`src/core/pmds_pkg.sv`:
```
// package: constants and state codes for the page-mode dram sequencer
package pmds_pkg;

  // state register codes; the nine codes not listed are unused
  typedef enum logic [3:0] {
    pmds_idle = 4'h0,
    pmds_first_wait = 4'h2,
    pmds_second_wait = 4'h6,
    pmds_access_phase = 4'h4,
    pmds_precharge_phase = 4'h1,
    pmds_page_hold = 4'h8,
    pmds_write_completion = 4'h5
  } pmds_state_t;

  // register byte offsets
  localparam logic [7:0] PMDS_CTRL_OFS = 8'h00;
  localparam logic [7:0] PMDS_STATUS_OFS = 8'h04;
  localparam logic [7:0] PMDS_INPUTS_OFS = 8'h08;
  localparam logic [7:0] PMDS_HITCNT_OFS = 8'h0C;

  // ctrl fields
  localparam int PMDS_CTRL_SEQ_RESET_BIT = 0;
  localparam logic PMDS_CTRL_SEQ_RESET_RST = 1'b0;

  // status fields
  localparam int PMDS_STATUS_STATE_LSB = 0;
  localparam int PMDS_STATUS_BUSY_BIT = 4;
  localparam int PMDS_STATUS_FLAG_BIT = 5;

  // synchronised input vector positions (also inputs register bits)
  localparam int PMDS_IN_MEM_SELECT = 0;
  localparam int PMDS_IN_BUS_INVALID = 1;
  localparam int PMDS_IN_INSTR_REQUEST = 2;
  localparam int PMDS_IN_INSTR_BURST = 3;
  localparam int PMDS_IN_DATA_BURST = 4;
  localparam int PMDS_IN_LENGTH_SELECT = 5;
  localparam int PMDS_IN_ROW_HIT = 6;
  localparam int PMDS_IN_REFRESH = 7;
  localparam int PMDS_IN_COUNT = 8;

  // reset values
  localparam logic PMDS_BUSY_RST = 1'b0;
  localparam logic PMDS_FLAG_RST = 1'b1;

  // ahb
  localparam logic [1:0] PMDS_HTRANS_NONSEQ = 2'b10;
  localparam logic PMDS_HRESP_OKAY = 1'b0;

endpackage : pmds_pkg

```
`src/core/pmds_sequencer.sv`:
```
// page-mode dram access and refresh sequencer with an ahb-lite register slave
// Summary of operation
// - from idle, refresh, valid select or busy advances to first wait
// - idle holds with no refresh, busy clear and no valid select
// - first wait goes to second wait, or idle under sequencer reset
// - second wait goes to access phase, or idle under sequencer reset
// - access with refresh: write completion if flag, short length, busy; else precharge
// - access, no refresh, busy: stay while the matching burst request continues
// - access, no refresh, busy: page hold when the matching burst request is gone
// - access, busy clear, valid new select and row hit: go to second wait
// - access, busy clear, valid new select, no row hit: go to precharge
// - access, busy clear, no valid select: go to page hold
// - precharge always goes to idle next clock
// - page hold to precharge on refresh, or on row miss of an eligible request
// - page hold to second wait on row hit of an eligible request
// - page hold back to access while an instruction burst continues with flag clear
// - page hold holds otherwise; sequencer reset sends it to idle
// - write completion goes to precharge, or idle under sequencer reset
// - any unused state code goes to idle next clock
// - access-type flag holds through waits and, while busy, through access, precharge and idle; reset forces it set
// - state held in four bits with fixed codes
// - busy sets from idle, page hold or access on valid select; holds until cleared
//
// Implementation choices: the address map and register access over AHB-Lite.
`timescale 1ns/1ps
`default_nettype none

module pmds_sequencer #(
  parameter int HIT_CNT_W = 16
) (
  input wire logic ref_clk_i,
  input wire logic reset_n_i,
  // memory side pins, asynchronous to ref_clk_i
  input wire logic mem_select_i,
  input wire logic bus_invalid_i,
  input wire logic instr_request_i,
  input wire logic instr_burst_request_i,
  input wire logic data_burst_request_i,
  input wire logic access_length_select_i,
  input wire logic row_hit_i,
  input wire logic refresh_request_i,
  output logic [3:0] state_o,
  output logic busy_o,
  output logic access_type_flag_o,
  // ahb-lite slave
  input wire logic hsel_i,
  input wire logic [7:0] haddr_i,
  input wire logic [1:0] htrans_i,
  input wire logic hwrite_i,
  input wire logic [2:0] hsize_i,
  input wire logic [31:0] hwdata_i,
  input wire logic hready_i,
  output logic [31:0] hrdata_o,
  output logic hreadyout_o,
  output logic hresp_o
);

  if (HIT_CNT_W < 1 || HIT_CNT_W > 32) begin : g_bad_width
    $error("HIT_CNT_W must lie between 1 and 32");
  end

  // pin synchronisers: three flops, a change counts once stages two
  // and three agree, which also rejects single-cycle glitches
  logic [pmds_pkg::PMDS_IN_COUNT-1:0] pin_raw;
  logic [pmds_pkg::PMDS_IN_COUNT-1:0] sync1;
  logic [pmds_pkg::PMDS_IN_COUNT-1:0] sync2;
  logic [pmds_pkg::PMDS_IN_COUNT-1:0] sync3;
  logic [pmds_pkg::PMDS_IN_COUNT-1:0] pin_q;

  assign pin_raw[pmds_pkg::PMDS_IN_MEM_SELECT] = mem_select_i;
  assign pin_raw[pmds_pkg::PMDS_IN_BUS_INVALID] = bus_invalid_i;
  assign pin_raw[pmds_pkg::PMDS_IN_INSTR_REQUEST] = instr_request_i;
  assign pin_raw[pmds_pkg::PMDS_IN_INSTR_BURST] = instr_burst_request_i;
  assign pin_raw[pmds_pkg::PMDS_IN_DATA_BURST] = data_burst_request_i;
  assign pin_raw[pmds_pkg::PMDS_IN_LENGTH_SELECT] = access_length_select_i;
  assign pin_raw[pmds_pkg::PMDS_IN_ROW_HIT] = row_hit_i;
  assign pin_raw[pmds_pkg::PMDS_IN_REFRESH] = refresh_request_i;

  for (genvar i = 0; i < pmds_pkg::PMDS_IN_COUNT; i++) begin : g_sync
    always_ff @(posedge ref_clk_i or negedge reset_n_i) begin
      if (!reset_n_i) begin
        sync1[i] <= 1'b0;
        sync2[i] <= 1'b0;
        sync3[i] <= 1'b0;
        pin_q[i] <= 1'b0;
      end else begin
        sync1[i] <= pin_raw[i];
        sync2[i] <= sync1[i];
        sync3[i] <= sync2[i];
        if (sync2[i] == sync3[i]) begin
          pin_q[i] <= sync3[i];
        end
      end
    end
  end

  logic cs;
  logic bus_invalid;
  logic instr_request;
  logic instr_burst_request;
  logic data_burst_request;
  logic lsel;
  logic hit;
  logic refresh;

  assign cs = pin_q[pmds_pkg::PMDS_IN_MEM_SELECT];
  assign bus_invalid = pin_q[pmds_pkg::PMDS_IN_BUS_INVALID];
  assign instr_request = pin_q[pmds_pkg::PMDS_IN_INSTR_REQUEST];
  assign instr_burst_request = pin_q[pmds_pkg::PMDS_IN_INSTR_BURST];
  assign data_burst_request = pin_q[pmds_pkg::PMDS_IN_DATA_BURST];
  assign lsel = pin_q[pmds_pkg::PMDS_IN_LENGTH_SELECT];
  assign hit = pin_q[pmds_pkg::PMDS_IN_ROW_HIT];
  // held high by the refresh source until its cycle reaches access
  assign refresh = pin_q[pmds_pkg::PMDS_IN_REFRESH];

  // sequencer core
  pmds_pkg::pmds_state_t state;
  pmds_pkg::pmds_state_t next_state;
  logic [3:0] state_raw;
  logic busy;
  logic next_busy;
  logic flag;
  logic next_flag;
  logic seq_reset;
  logic valid_sel;
  logic busy_clear;
  logic st_idle;
  logic st_w1;
  logic st_w2;
  logic st_acc;
  logic st_pc;
  logic st_pm;

  assign state_raw = state;
  assign valid_sel = cs & ~bus_invalid;
  assign st_idle = (state_raw == pmds_pkg::pmds_idle);
  assign st_w1 = (state_raw == pmds_pkg::pmds_first_wait);
  assign st_w2 = (state_raw == pmds_pkg::pmds_second_wait);
  assign st_acc = (state_raw == pmds_pkg::pmds_access_phase);
  assign st_pc = (state_raw == pmds_pkg::pmds_precharge_phase);
  assign st_pm = (state_raw == pmds_pkg::pmds_page_hold);

  always_comb begin
    next_state = pmds_pkg::pmds_idle;
    unique case (state_raw)
      pmds_pkg::pmds_idle: begin
        if (!seq_reset && (refresh || valid_sel || busy)) begin
          next_state = pmds_pkg::pmds_first_wait;
        end else begin
          next_state = pmds_pkg::pmds_idle;
        end
      end
      pmds_pkg::pmds_first_wait: begin
        next_state = seq_reset ? pmds_pkg::pmds_idle : pmds_pkg::pmds_second_wait;
      end
      pmds_pkg::pmds_second_wait: begin
        next_state = seq_reset ? pmds_pkg::pmds_idle : pmds_pkg::pmds_access_phase;
      end
      pmds_pkg::pmds_access_phase: begin
        if (seq_reset) begin
          next_state = pmds_pkg::pmds_idle;
        end else if (refresh) begin
          if (flag && !lsel && busy) begin
            next_state = pmds_pkg::pmds_write_completion;
          end else begin
            next_state = pmds_pkg::pmds_precharge_phase;
          end
        end else if (busy) begin
          if ((!flag && instr_burst_request) || (flag && data_burst_request)) begin
            next_state = pmds_pkg::pmds_access_phase;
          end else begin
            next_state = pmds_pkg::pmds_page_hold;
          end
        end else if (valid_sel) begin
          // a new request on the open row skips the first wait
          next_state = hit ? pmds_pkg::pmds_second_wait : pmds_pkg::pmds_precharge_phase;
        end else begin
          next_state = pmds_pkg::pmds_page_hold;
        end
      end
      pmds_pkg::pmds_precharge_phase: begin
        next_state = pmds_pkg::pmds_idle;
      end
      pmds_pkg::pmds_page_hold: begin
        if (seq_reset) begin
          next_state = pmds_pkg::pmds_idle;
        end else if (refresh) begin
          next_state = pmds_pkg::pmds_precharge_phase;
        end else if ((!busy || instr_request) && valid_sel) begin
          next_state = hit ? pmds_pkg::pmds_second_wait : pmds_pkg::pmds_precharge_phase;
        end else if (busy && instr_burst_request && !flag) begin
          next_state = pmds_pkg::pmds_access_phase;
        end else begin
          next_state = pmds_pkg::pmds_page_hold;
        end
      end
      pmds_pkg::pmds_write_completion: begin
        next_state = seq_reset ? pmds_pkg::pmds_idle : pmds_pkg::pmds_precharge_phase;
      end
      default: begin
        next_state = pmds_pkg::pmds_idle;
      end
    endcase
  end

  always_ff @(posedge ref_clk_i or negedge reset_n_i) begin
    if (!reset_n_i) begin
      state <= pmds_pkg::pmds_idle;
    end else begin
      state <= next_state;
    end
  end

  // busy clear term, combinational and evaluated in the current state
  assign busy_clear = seq_reset
                    | (st_w2 & flag & ~lsel & ~data_burst_request)
                    | (st_acc & flag & ~data_burst_request)
                    | (st_acc & ~flag & valid_sel)
                    | (st_pm & ~flag & valid_sel)
                    | (st_pm & instr_request & ~cs);

  always_comb begin
    next_busy = (~busy & (st_idle | st_pm | st_acc) & valid_sel & ~seq_reset)
              | (busy & ~busy_clear);
  end

  always_ff @(posedge ref_clk_i or negedge reset_n_i) begin
    if (!reset_n_i) begin
      busy <= pmds_pkg::PMDS_BUSY_RST;
    end else begin
      busy <= next_busy;
    end
  end

  // flag: set for data-side cycles chosen at request time, held in the waits and, while busy, in access, precharge and idle
  always_comb begin
    next_flag = ((st_idle | st_pm | st_acc) & ~busy & ~instr_request & valid_sel)
              | (st_pm & busy & instr_request & ~cs)
              | ((st_idle | st_acc) & ~cs & ~busy)
              | (flag & (st_w1 | st_w2 | ((st_acc | st_pc | st_idle) & busy)))
              | seq_reset;
  end

  always_ff @(posedge ref_clk_i or negedge reset_n_i) begin
    if (!reset_n_i) begin
      flag <= pmds_pkg::PMDS_FLAG_RST;
    end else begin
      flag <= next_flag;
    end
  end

  always_ff @(posedge ref_clk_i or negedge reset_n_i) begin
    if (!reset_n_i) begin
      state_o <= 4'h0;
      busy_o <= pmds_pkg::PMDS_BUSY_RST;
      access_type_flag_o <= pmds_pkg::PMDS_FLAG_RST;
    end else begin
      // one cycle behind the internal state so outputs come from flops
      state_o <= state_raw;
      busy_o <= busy;
      access_type_flag_o <= flag;
    end
  end

  // page hits: entries into second wait straight from access or page hold
  logic [HIT_CNT_W-1:0] hit_cnt;
  logic hit_cnt_clr;

  always_ff @(posedge ref_clk_i or negedge reset_n_i) begin
    if (!reset_n_i) begin
      hit_cnt <= '0;
    end else if ((st_acc || st_pm) && next_state == pmds_pkg::pmds_second_wait) begin
      // a hit on the clearing write still counts; saturates, no wrap
      if (hit_cnt != {HIT_CNT_W{1'b1}}) begin
        hit_cnt <= hit_cnt_clr ? HIT_CNT_W'(1) : hit_cnt + HIT_CNT_W'(1);
      end else begin
        hit_cnt <= hit_cnt_clr ? HIT_CNT_W'(1) : hit_cnt;
      end
    end else if (hit_cnt_clr) begin
      hit_cnt <= '0;
    end
  end

  // ahb-lite slave: writes zero wait, reads one wait so that a read
  // right after a write returns the written value
  logic ap_take;
  logic wr_pend;
  logic rd_pend;
  logic [7:0] dp_addr;
  logic [31:0] rd_mux;

  assign ap_take = hsel_i & hready_i & (htrans_i == pmds_pkg::PMDS_HTRANS_NONSEQ);

  always_ff @(posedge ref_clk_i or negedge reset_n_i) begin
    if (!reset_n_i) begin
      wr_pend <= 1'b0;
      rd_pend <= 1'b0;
      dp_addr <= 8'h00;
    end else begin
      wr_pend <= ap_take & hwrite_i;
      rd_pend <= ap_take & ~hwrite_i;
      if (ap_take) begin
        dp_addr <= {haddr_i[7:2], 2'b00};
      end
    end
  end

  assign hit_cnt_clr = wr_pend && dp_addr == pmds_pkg::PMDS_HITCNT_OFS;

  // software sequencer reset drives the documented reset term
  always_ff @(posedge ref_clk_i or negedge reset_n_i) begin
    if (!reset_n_i) begin
      seq_reset <= pmds_pkg::PMDS_CTRL_SEQ_RESET_RST;
    end else if (wr_pend && dp_addr == pmds_pkg::PMDS_CTRL_OFS) begin
      seq_reset <= hwdata_i[pmds_pkg::PMDS_CTRL_SEQ_RESET_BIT];
    end
  end

  always_comb begin
    rd_mux = 32'h0000_0000;
    unique case (dp_addr)
      pmds_pkg::PMDS_CTRL_OFS: begin
        rd_mux[pmds_pkg::PMDS_CTRL_SEQ_RESET_BIT] = seq_reset;
      end
      pmds_pkg::PMDS_STATUS_OFS: begin
        rd_mux[pmds_pkg::PMDS_STATUS_STATE_LSB +: 4] = state_raw;
        rd_mux[pmds_pkg::PMDS_STATUS_BUSY_BIT] = busy;
        rd_mux[pmds_pkg::PMDS_STATUS_FLAG_BIT] = flag;
      end
      pmds_pkg::PMDS_INPUTS_OFS: begin
        rd_mux[pmds_pkg::PMDS_IN_COUNT-1:0] = pin_q;
      end
      pmds_pkg::PMDS_HITCNT_OFS: begin
        rd_mux[HIT_CNT_W-1:0] = hit_cnt;
      end
      default: begin
        rd_mux = 32'h0000_0000;
      end
    endcase
  end

  always_ff @(posedge ref_clk_i or negedge reset_n_i) begin
    if (!reset_n_i) begin
      hrdata_o <= 32'h0000_0000;
      hreadyout_o <= 1'b1;
      hresp_o <= pmds_pkg::PMDS_HRESP_OKAY;
    end else begin
      hresp_o <= pmds_pkg::PMDS_HRESP_OKAY;
      if (ap_take && !hwrite_i) begin
        hreadyout_o <= 1'b0;
      end else if (rd_pend) begin
        hrdata_o <= rd_mux;
        hreadyout_o <= 1'b1;
      end
    end
  end

endmodule : pmds_sequencer

`default_nettype wire

```
`config.mk`:
```
export PLATFORM = sky130hd
export DESIGN_NAME = pmds_sequencer
export DESIGN_NICKNAME = d
export VERILOG_FILES = /design/src/core/pmds_pkg.sv /design/src/core/pmds_sequencer.sv
export SDC_FILE = /design/constraint.sdc
export NUM_CORES = 1
export LEC_CHECK = 0
export ABC_AREA = 1
export BUFFER_PORTS_ARGS = -buffer_cell sky130_fd_sc_hd__buf_2
export CAP_MARGIN = 25
export CORE_ASPECT_RATIO = 0.8
export CORE_UTILIZATION = 26
export CTS_CLUSTER_DIAMETER = 50
export DETAILED_ROUTE_END_ITERATION = 16
export REMOVE_ABC_BUFFERS = 1
export SYNTH_ARGS = -nofsm -noshare
export SYNTH_HDL_FRONTEND = slang
export SYNTH_SLANG_ARGS = --single-unit
```
`constraint.sdc`:
```
create_clock -name ref_clk_i -period 4.15 [get_ports ref_clk_i]
set_clock_uncertainty 0.15 [all_clocks]
set_input_delay 0 -clock ref_clk_i [delete_from_list [all_inputs] [get_ports ref_clk_i]]
set_output_delay 0 -clock ref_clk_i [all_outputs]
set_load 0.02 [all_outputs]
```
# Word-level counts from Yosys, hierarchy flattened
# Cells that the tools add are included.
[word_totals]
out_inout_bits = 40
word_cells = 179
ff_bits = 86
in_bits = 58
[classes]
n_bitwise = 57
add_sub_neg = 1
eq_ne = 20
muxes = 27
reduce_logical = 29
[op_table]
columns = ["op", "count"]
rows = [
  ["$mux 16", 5],
  ["$mux 4", 9],
  ["$and 1x1->1", 29],
  ["$pmux 4 s6", 1],
  ["$or 1x1->1", 17],
  ["$add 16x1->16 const B", 1],
  ["$eq 4x3->1 const B", 4],
  ["$ne 16x16->1 const B", 1],
  ["$pmux 5 s3", 1],
  ["$eq 6x2->1 const B", 2],
  ["$logic_and 1x1->1", 12],
  ["$mux 3", 4],
  ["$not 1->1", 11],
  ["$eq 1x1->1", 8],
  ["$logic_not 8->1", 1],
  ["$mux 8", 1],
  ["$eq 6x1->1 const B", 1],
  ["$reduce_bool 2->1", 3],
  ["$logic_not 1->1", 5],
  ["$logic_or 1x1->1", 5],
  ["$eq 4x1->1 const B", 1],
  ["$eq 4x2->1 const B", 1],
  ["$eq 4x4->1 const B", 1],
  ["$logic_not 4->1", 1],
  ["6 further kinds", 9],
]

# Depth between registers and ports, before layout
[logic_depth]
word_depth = 12
ltp_mapped = 12

# Least setup slack after synthesis
# No wires, ideal clock.
[synth_path]
path_kind = "register -> register"
start = "register hit_cnt[0]"
end = "register hit_cnt[3]"
path_stages_with_launch = 13
n_path_buf = 1
synth_period_minus_slack_ns = 1.652
setup_slack_ns = 2.498
arrival_ns = 1.386
setup_time_ns = 0.117
cell_sequence = "dfrtp_1 > ha_1 > nand3_1 > inv_2 > nand2_1 > inv_1 > nand2_1 > clkinv_1 > nand2_2 > nand2_4 > buf_6 > nand2_1 > nand2_1"
[synth_via]
elab_chain_cells = 4
word_cells_on_any_way = 7
cone_classes = "add/sub (1); eq/ne (1); mux (3); reduce/logical (2)"
[synth_rtl]
columns = ["element", "line", "rtl"]
rows = [
  ["start, declared", "pmds_sequencer.sv:266", "logic [HIT_CNT_W-1:0] hit_cnt;"],
  ["start signal, assigned", "pmds_sequencer.sv:275", "hit_cnt <= hit_cnt_clr ? HIT_CNT_W'(1) : hit_cnt + HIT_CNT_W'(1);"],
  ["start signal, assigned", "pmds_sequencer.sv:277", "hit_cnt <= hit_cnt_clr ? HIT_CNT_W'(1) : hit_cnt;"],
  ["$add 16x1->16", "pmds_sequencer.sv:275", ""],
  ["$mux 16", "pmds_sequencer.sv:275", ""],
  ["$mux 16", "pmds_sequencer.sv:274", "if (hit_cnt != {HIT_CNT_W{1'b1}}) begin"],
  ["$mux 16", "pmds_sequencer.sv:272", "end else if ((st_acc || st_pm) && next_state == pmds_pkg::pmds_second_wait) begin"],
]
# Several ways; a longest one is shown, not always the timed one.
# A chain may end at the register's enable or synchronous reset.

# Worst setup path after layout
[layout_path]
start = "input port htrans_i[0]"
end = "register hrdata_o[2]"
[layout_via]
elab_chain_cells = 5
[layout_rtl]
columns = ["element", "line", "rtl"]
rows = [
  ["start, declared", "pmds_sequencer.sv:48", "input wire logic [1:0] htrans_i,"],
  ["$eq 2x2->1", "pmds_sequencer.sv:292", "assign ap_take = hsel_i & hready_i & (htrans_i == pmds_pkg::PMDS_HTRANS_NONSEQ);"],
  ["$and 1x1->1", "pmds_sequencer.sv:292", ""],
  ["$logic_and 1x1->1", "pmds_sequencer.sv:349", "if (ap_take && !hwrite_i) begin"],
  ["$not 1->1 (no line)", "-", ""],
  ["$reduce_and 2->1 (no line)", "-", ""],
  ["end signal, assigned", "pmds_sequencer.sv:352", "hrdata_o <= rd_mux;"],
  ["end, declared", "pmds_sequencer.sv:53", "output logic [31:0] hrdata_o,"],
]
# No other way between the ends.

==> results.env <==
FINALHOLDVIOLATIONS=0
LEADING_CELL_TYPES_BY_TOTAL_AREA_AFTER_SYNTHESIS='dfrtp_1, nand2_1, buf_4'
DRC=0
SETUP_VIOL_COUNT_FINAL=0
CTS.SINKS=86
SYN2LAYOUT_AREA_GROWTH_PCT=24.54
POWER_PER_CELL_AREA_nW_PER_UM2=393.8
SYNTH_AREA_PER_CELL_UM2=8.612
LEAK_PWR_nW=2.422
TNS_PS=0
SYNTH.MOST_COMMON_CELL='nand2_1'
GRT_MAX_DEGREE=87
LAYOUT.NETS=601
POWER.SHARE.CLOCK_PCT=40.8
SYNTH_COMMON_CELLS='nand2_1, dfrtp_1, nor2_1'
NUM_VIAS=3222
FINAL.PERIOD_UTILIZATION_PCT=53.84
DRTITER0DRC=191
MAX_CAP_VIOLATIONS=0
HP-START='bus_invalid_i'
IR_WORST_VDD_mV=0.1762
WORST_REG2REG_PATH_DEPTH=8
WIRE_PER_INST_UM=12.54
P_SW_uW=497.7
GRT_PASS1_WL_UM=15540
CTS.ROOT.BUFFER_CELL='clkbuf_16'
DESIGN.CORE.AREA_UM2=15010
CTS_TREE='done'
PATH_MAX_FANOUT=25
ROW_COUNT=40
MAX-SLEW-MARGIN-REL_PCT=47.53
TIMING.HOLD.WORST.CLASS='in2reg'
TIMING.CRITICAL_PATH.REQUIRED_PS=4200
SETUP.WORST_PATH.START_CLASS='input port'
IO_PINS=98
ACHIEVABLE-FREQUENCY_MHz=447.6
SYNTH_AREA_UM2=3988
GRT_SETUP_UNREPAIRED='no'
DIE_BOUNDARY_HEIGHT_UM=112.8
RR_STARTPOINT='dp_addr[7]'
SYNTH_WARNINGS=0
SWSHARE_PCT=25.45
SEQPWRFRAC_PCT=47.8
INITIAL_UTILIZATION_PCT=26.56
GP_CONGESTION=0.8419
POWER_REPORT.INTERNAL_TOTAL_mW=1.458
GRT_USE_TOTAL_PCT=12.58
TIMING.FINAL.MAX_SLEW_VIOLATIONS=0
DRT_PASS1_ITERATIONS=4
NUMBER_OF_GLOBAL_ROUTE_VIAS_BEFORE_REPAIR=3087
LAYOUT-DRIVE-GT1-SHARE_PCT=15.02
DETAILED_PLACE_HPWL_UM=6361
CP-END-KIND='register'
VIASPERCELL=4.384
WORST_PATH_LARGEST_CELL_DELAY_PS=610
DIE_AREA_UM2=15840
WIRELENGTH_UM=9214
STATUS='finished, final reports clean'
CP_SLOWEST_CELL='dlygate4sd3_1'
CTS_BUFFER_DEPTH=2
RRSETUPSLACK_PS=1990
CTS_RESIZED=0
SYNTH.FF_LATCH_COUNT=86
ARRIVAL_PS=2290
WORSTSETUPENDPOINT='hrdata_o[2]'
PORT_BUFFERS=44
FINALCRITICALPERIOD_PS=2234
CRIT_TYPE='in2reg'
WORST_PIN_SLEW_PS=781.1
REG2REG_TO='hit_cnt[15]'
SYN_INST_COUNT=463
SYNTH_SEQUENTIAL_AREA_RATIO_PCT=54.06
DRTANTENNAVIOLNETS=0
FINAL.HOLD.WORST_SLACK_PS=137.5
H-TREE-DEPTH=3
YOSYS.AREA.TOP_TYPE_SHARE_PCT=52.09
ASYNC_FLOP_SHARE_PCT=100.0
SYNTH_FLOP_CELL='dfrtp_1'
CLOCK_LATENCY_PS=340
N_ANTENNA_CELL=0
CRIT_START='htrans_i[0]'
SYNTH_EDF_COUNT=0
POWER.COMBINATIONAL.FRACTION_PCT=11.4
CELL_TAKING_THE_MOST_AREA_AFTER_SYNTHESIS='dfrtp_1'
DIEWIDTH_UM=140.5
GRT_OVERFLOW_TOTAL=0
POST_SYNTH_NUM_CELL_TYPES=34
CTS-BUFFERS-INSERTED=9
WORSTPATHCELLLIST='dlygate4sd3_1 > buf_2 > nor3_4 > dlygate4sd3_1 > nand2_1 > nand2_1 > buf_4 > o21ai_0'
PATH_CLK_SLEW_PS=60
ANTENNA_FOUND_INITIAL=0
[through the flow]
stage / instances / cell area [um2] / total power [mW] / utilization (%) / setup slack (ps)
3_5_place_dp: 686 / 4317 / 1.138 / 28.75 / 1985
6_report: 735 / 4966 / 1.956 / 33.07 / 1916
2_1_floorplan: 452 / 3850 / 1.057 / - / 2368
3_3_place_gp: 686 / 4317 / 1.134 / 28.75 / 2038
5_1_grt: 735 / 4966 / 2.042 / 33.07 / 1678
4_1_cts: 733 / 4928 / 1.968 / 32.82 / 1905
[placed cells by master (no fill, tap or decap), types with 4 or more instances in the layout]
cell / instances
o211ai_1: 4
inv_1: 36
dfrtp_1: 83
buf_2: 43
clkbuf_16: 9
o31ai_1: 7
or2_2: 5
nand4_1: 18
nor2_1: 39
o21ai_0: 17
nor2_2: 5
dlygate4sd3_1: 33
inv_2: 4
conb_1: 17
maj3_1: 8
nand3_1: 30
nand2_1: 144
a21oi_1: 7
nor3_1: 8
[worst max-delay path: cells and delay by family]
family | cells | cell delay (ps)
buffers and inverters | 4 | 1560
and+or+nand+nor | 3 | 580
AOI/OAI and AO/OA | 1 | 140
[state kept, by name (all words and copies together), names as in the netlist]
name	flops
bus_invalid	1
dp_addr	6
hreadyout_o	1
state	4
instr_request	1
flag	1
busy_o	1
rd_pend	1
wr_pend	1
seq_reset	1
hit	1
state_o	4
lsel	1
sync3	8
cs	1
data_burst_request	1
hrdata_o	16
access_type_flag_o	1
instr_burst_request	1
busy	1
refresh	1
sync2	8
hit_cnt	16
sync1	8
[routing by layer]
metal / part of all wire (%) / global-route usage [%] / vias up
met5: 0 / 0 / -
met4: 0.90 / 3.913 / 0
met3: 5.3 / 3.343 / 6
met2: 41 / 17.80 / 91
met1: 53 / 18.57 / 1498
li1: - / - / 1627
[cells by family after synthesis]
family | share of synthesized area (%)
XOR/XNOR | 0.4394
buffers and inverters | 8.817
AND/OR/NAND/NOR | 27.93
adder cells (fa/ha/maj) | 2.322
other | 0.09404
AO/OA/AOI/OAI | 6.338
flip-flops | 54.06
[power groups by stage]
stage / combinational [mW] / clock (mW) / sequential, mW
2_1_floorplan: 0.104 / 0 / 0.953
3_3_place_gp: 0.185 / 0 / 0.949
3_5_place_dp: 0.187 / 0 / 0.951
4_1_cts: 0.219 / 0.813 / 0.936
5_1_grt: 0.253 / 0.847 / 0.942
6_report: 0.222 / 0.798 / 0.935
[worst min path at each step]
stage / endpoint / slack, ps / cells after the start
4_1_cts: sync1[1] / 130 / 2
2_1_floorplan: bus_invalid / -450 / 0
3_5_place_dp: sync1[3] / -40 / 1
6_report: sync1[1] / 140 / 2
5_1_grt: sync1[7] / 150 / 2
3_3_place_gp: sync1[4] / -40 / 1
[what timing repair did]
action	CTS	global route
setup buffers	0	0
hold buffers	32	1
endpoints found under the hold margin	101	14
[cell type report]
| type | instances | area, um2 |
|---|---|---|
| Timing Repair Buffer | 79 | 588.1 |
| Fill cell | 1557 | 10050 |
| Tap cell | 189 | 236.5 |
| Clock buffer | 12 | 246.5 |
| Clock inverter | 3 | 45.04 |
| Sequential cell | 86 | 2156 |
| Inverter | 41 | 153.9 |
| Multi-Input combinational cell | 325 | 1540 |
(Power assumes the default switching activity.)
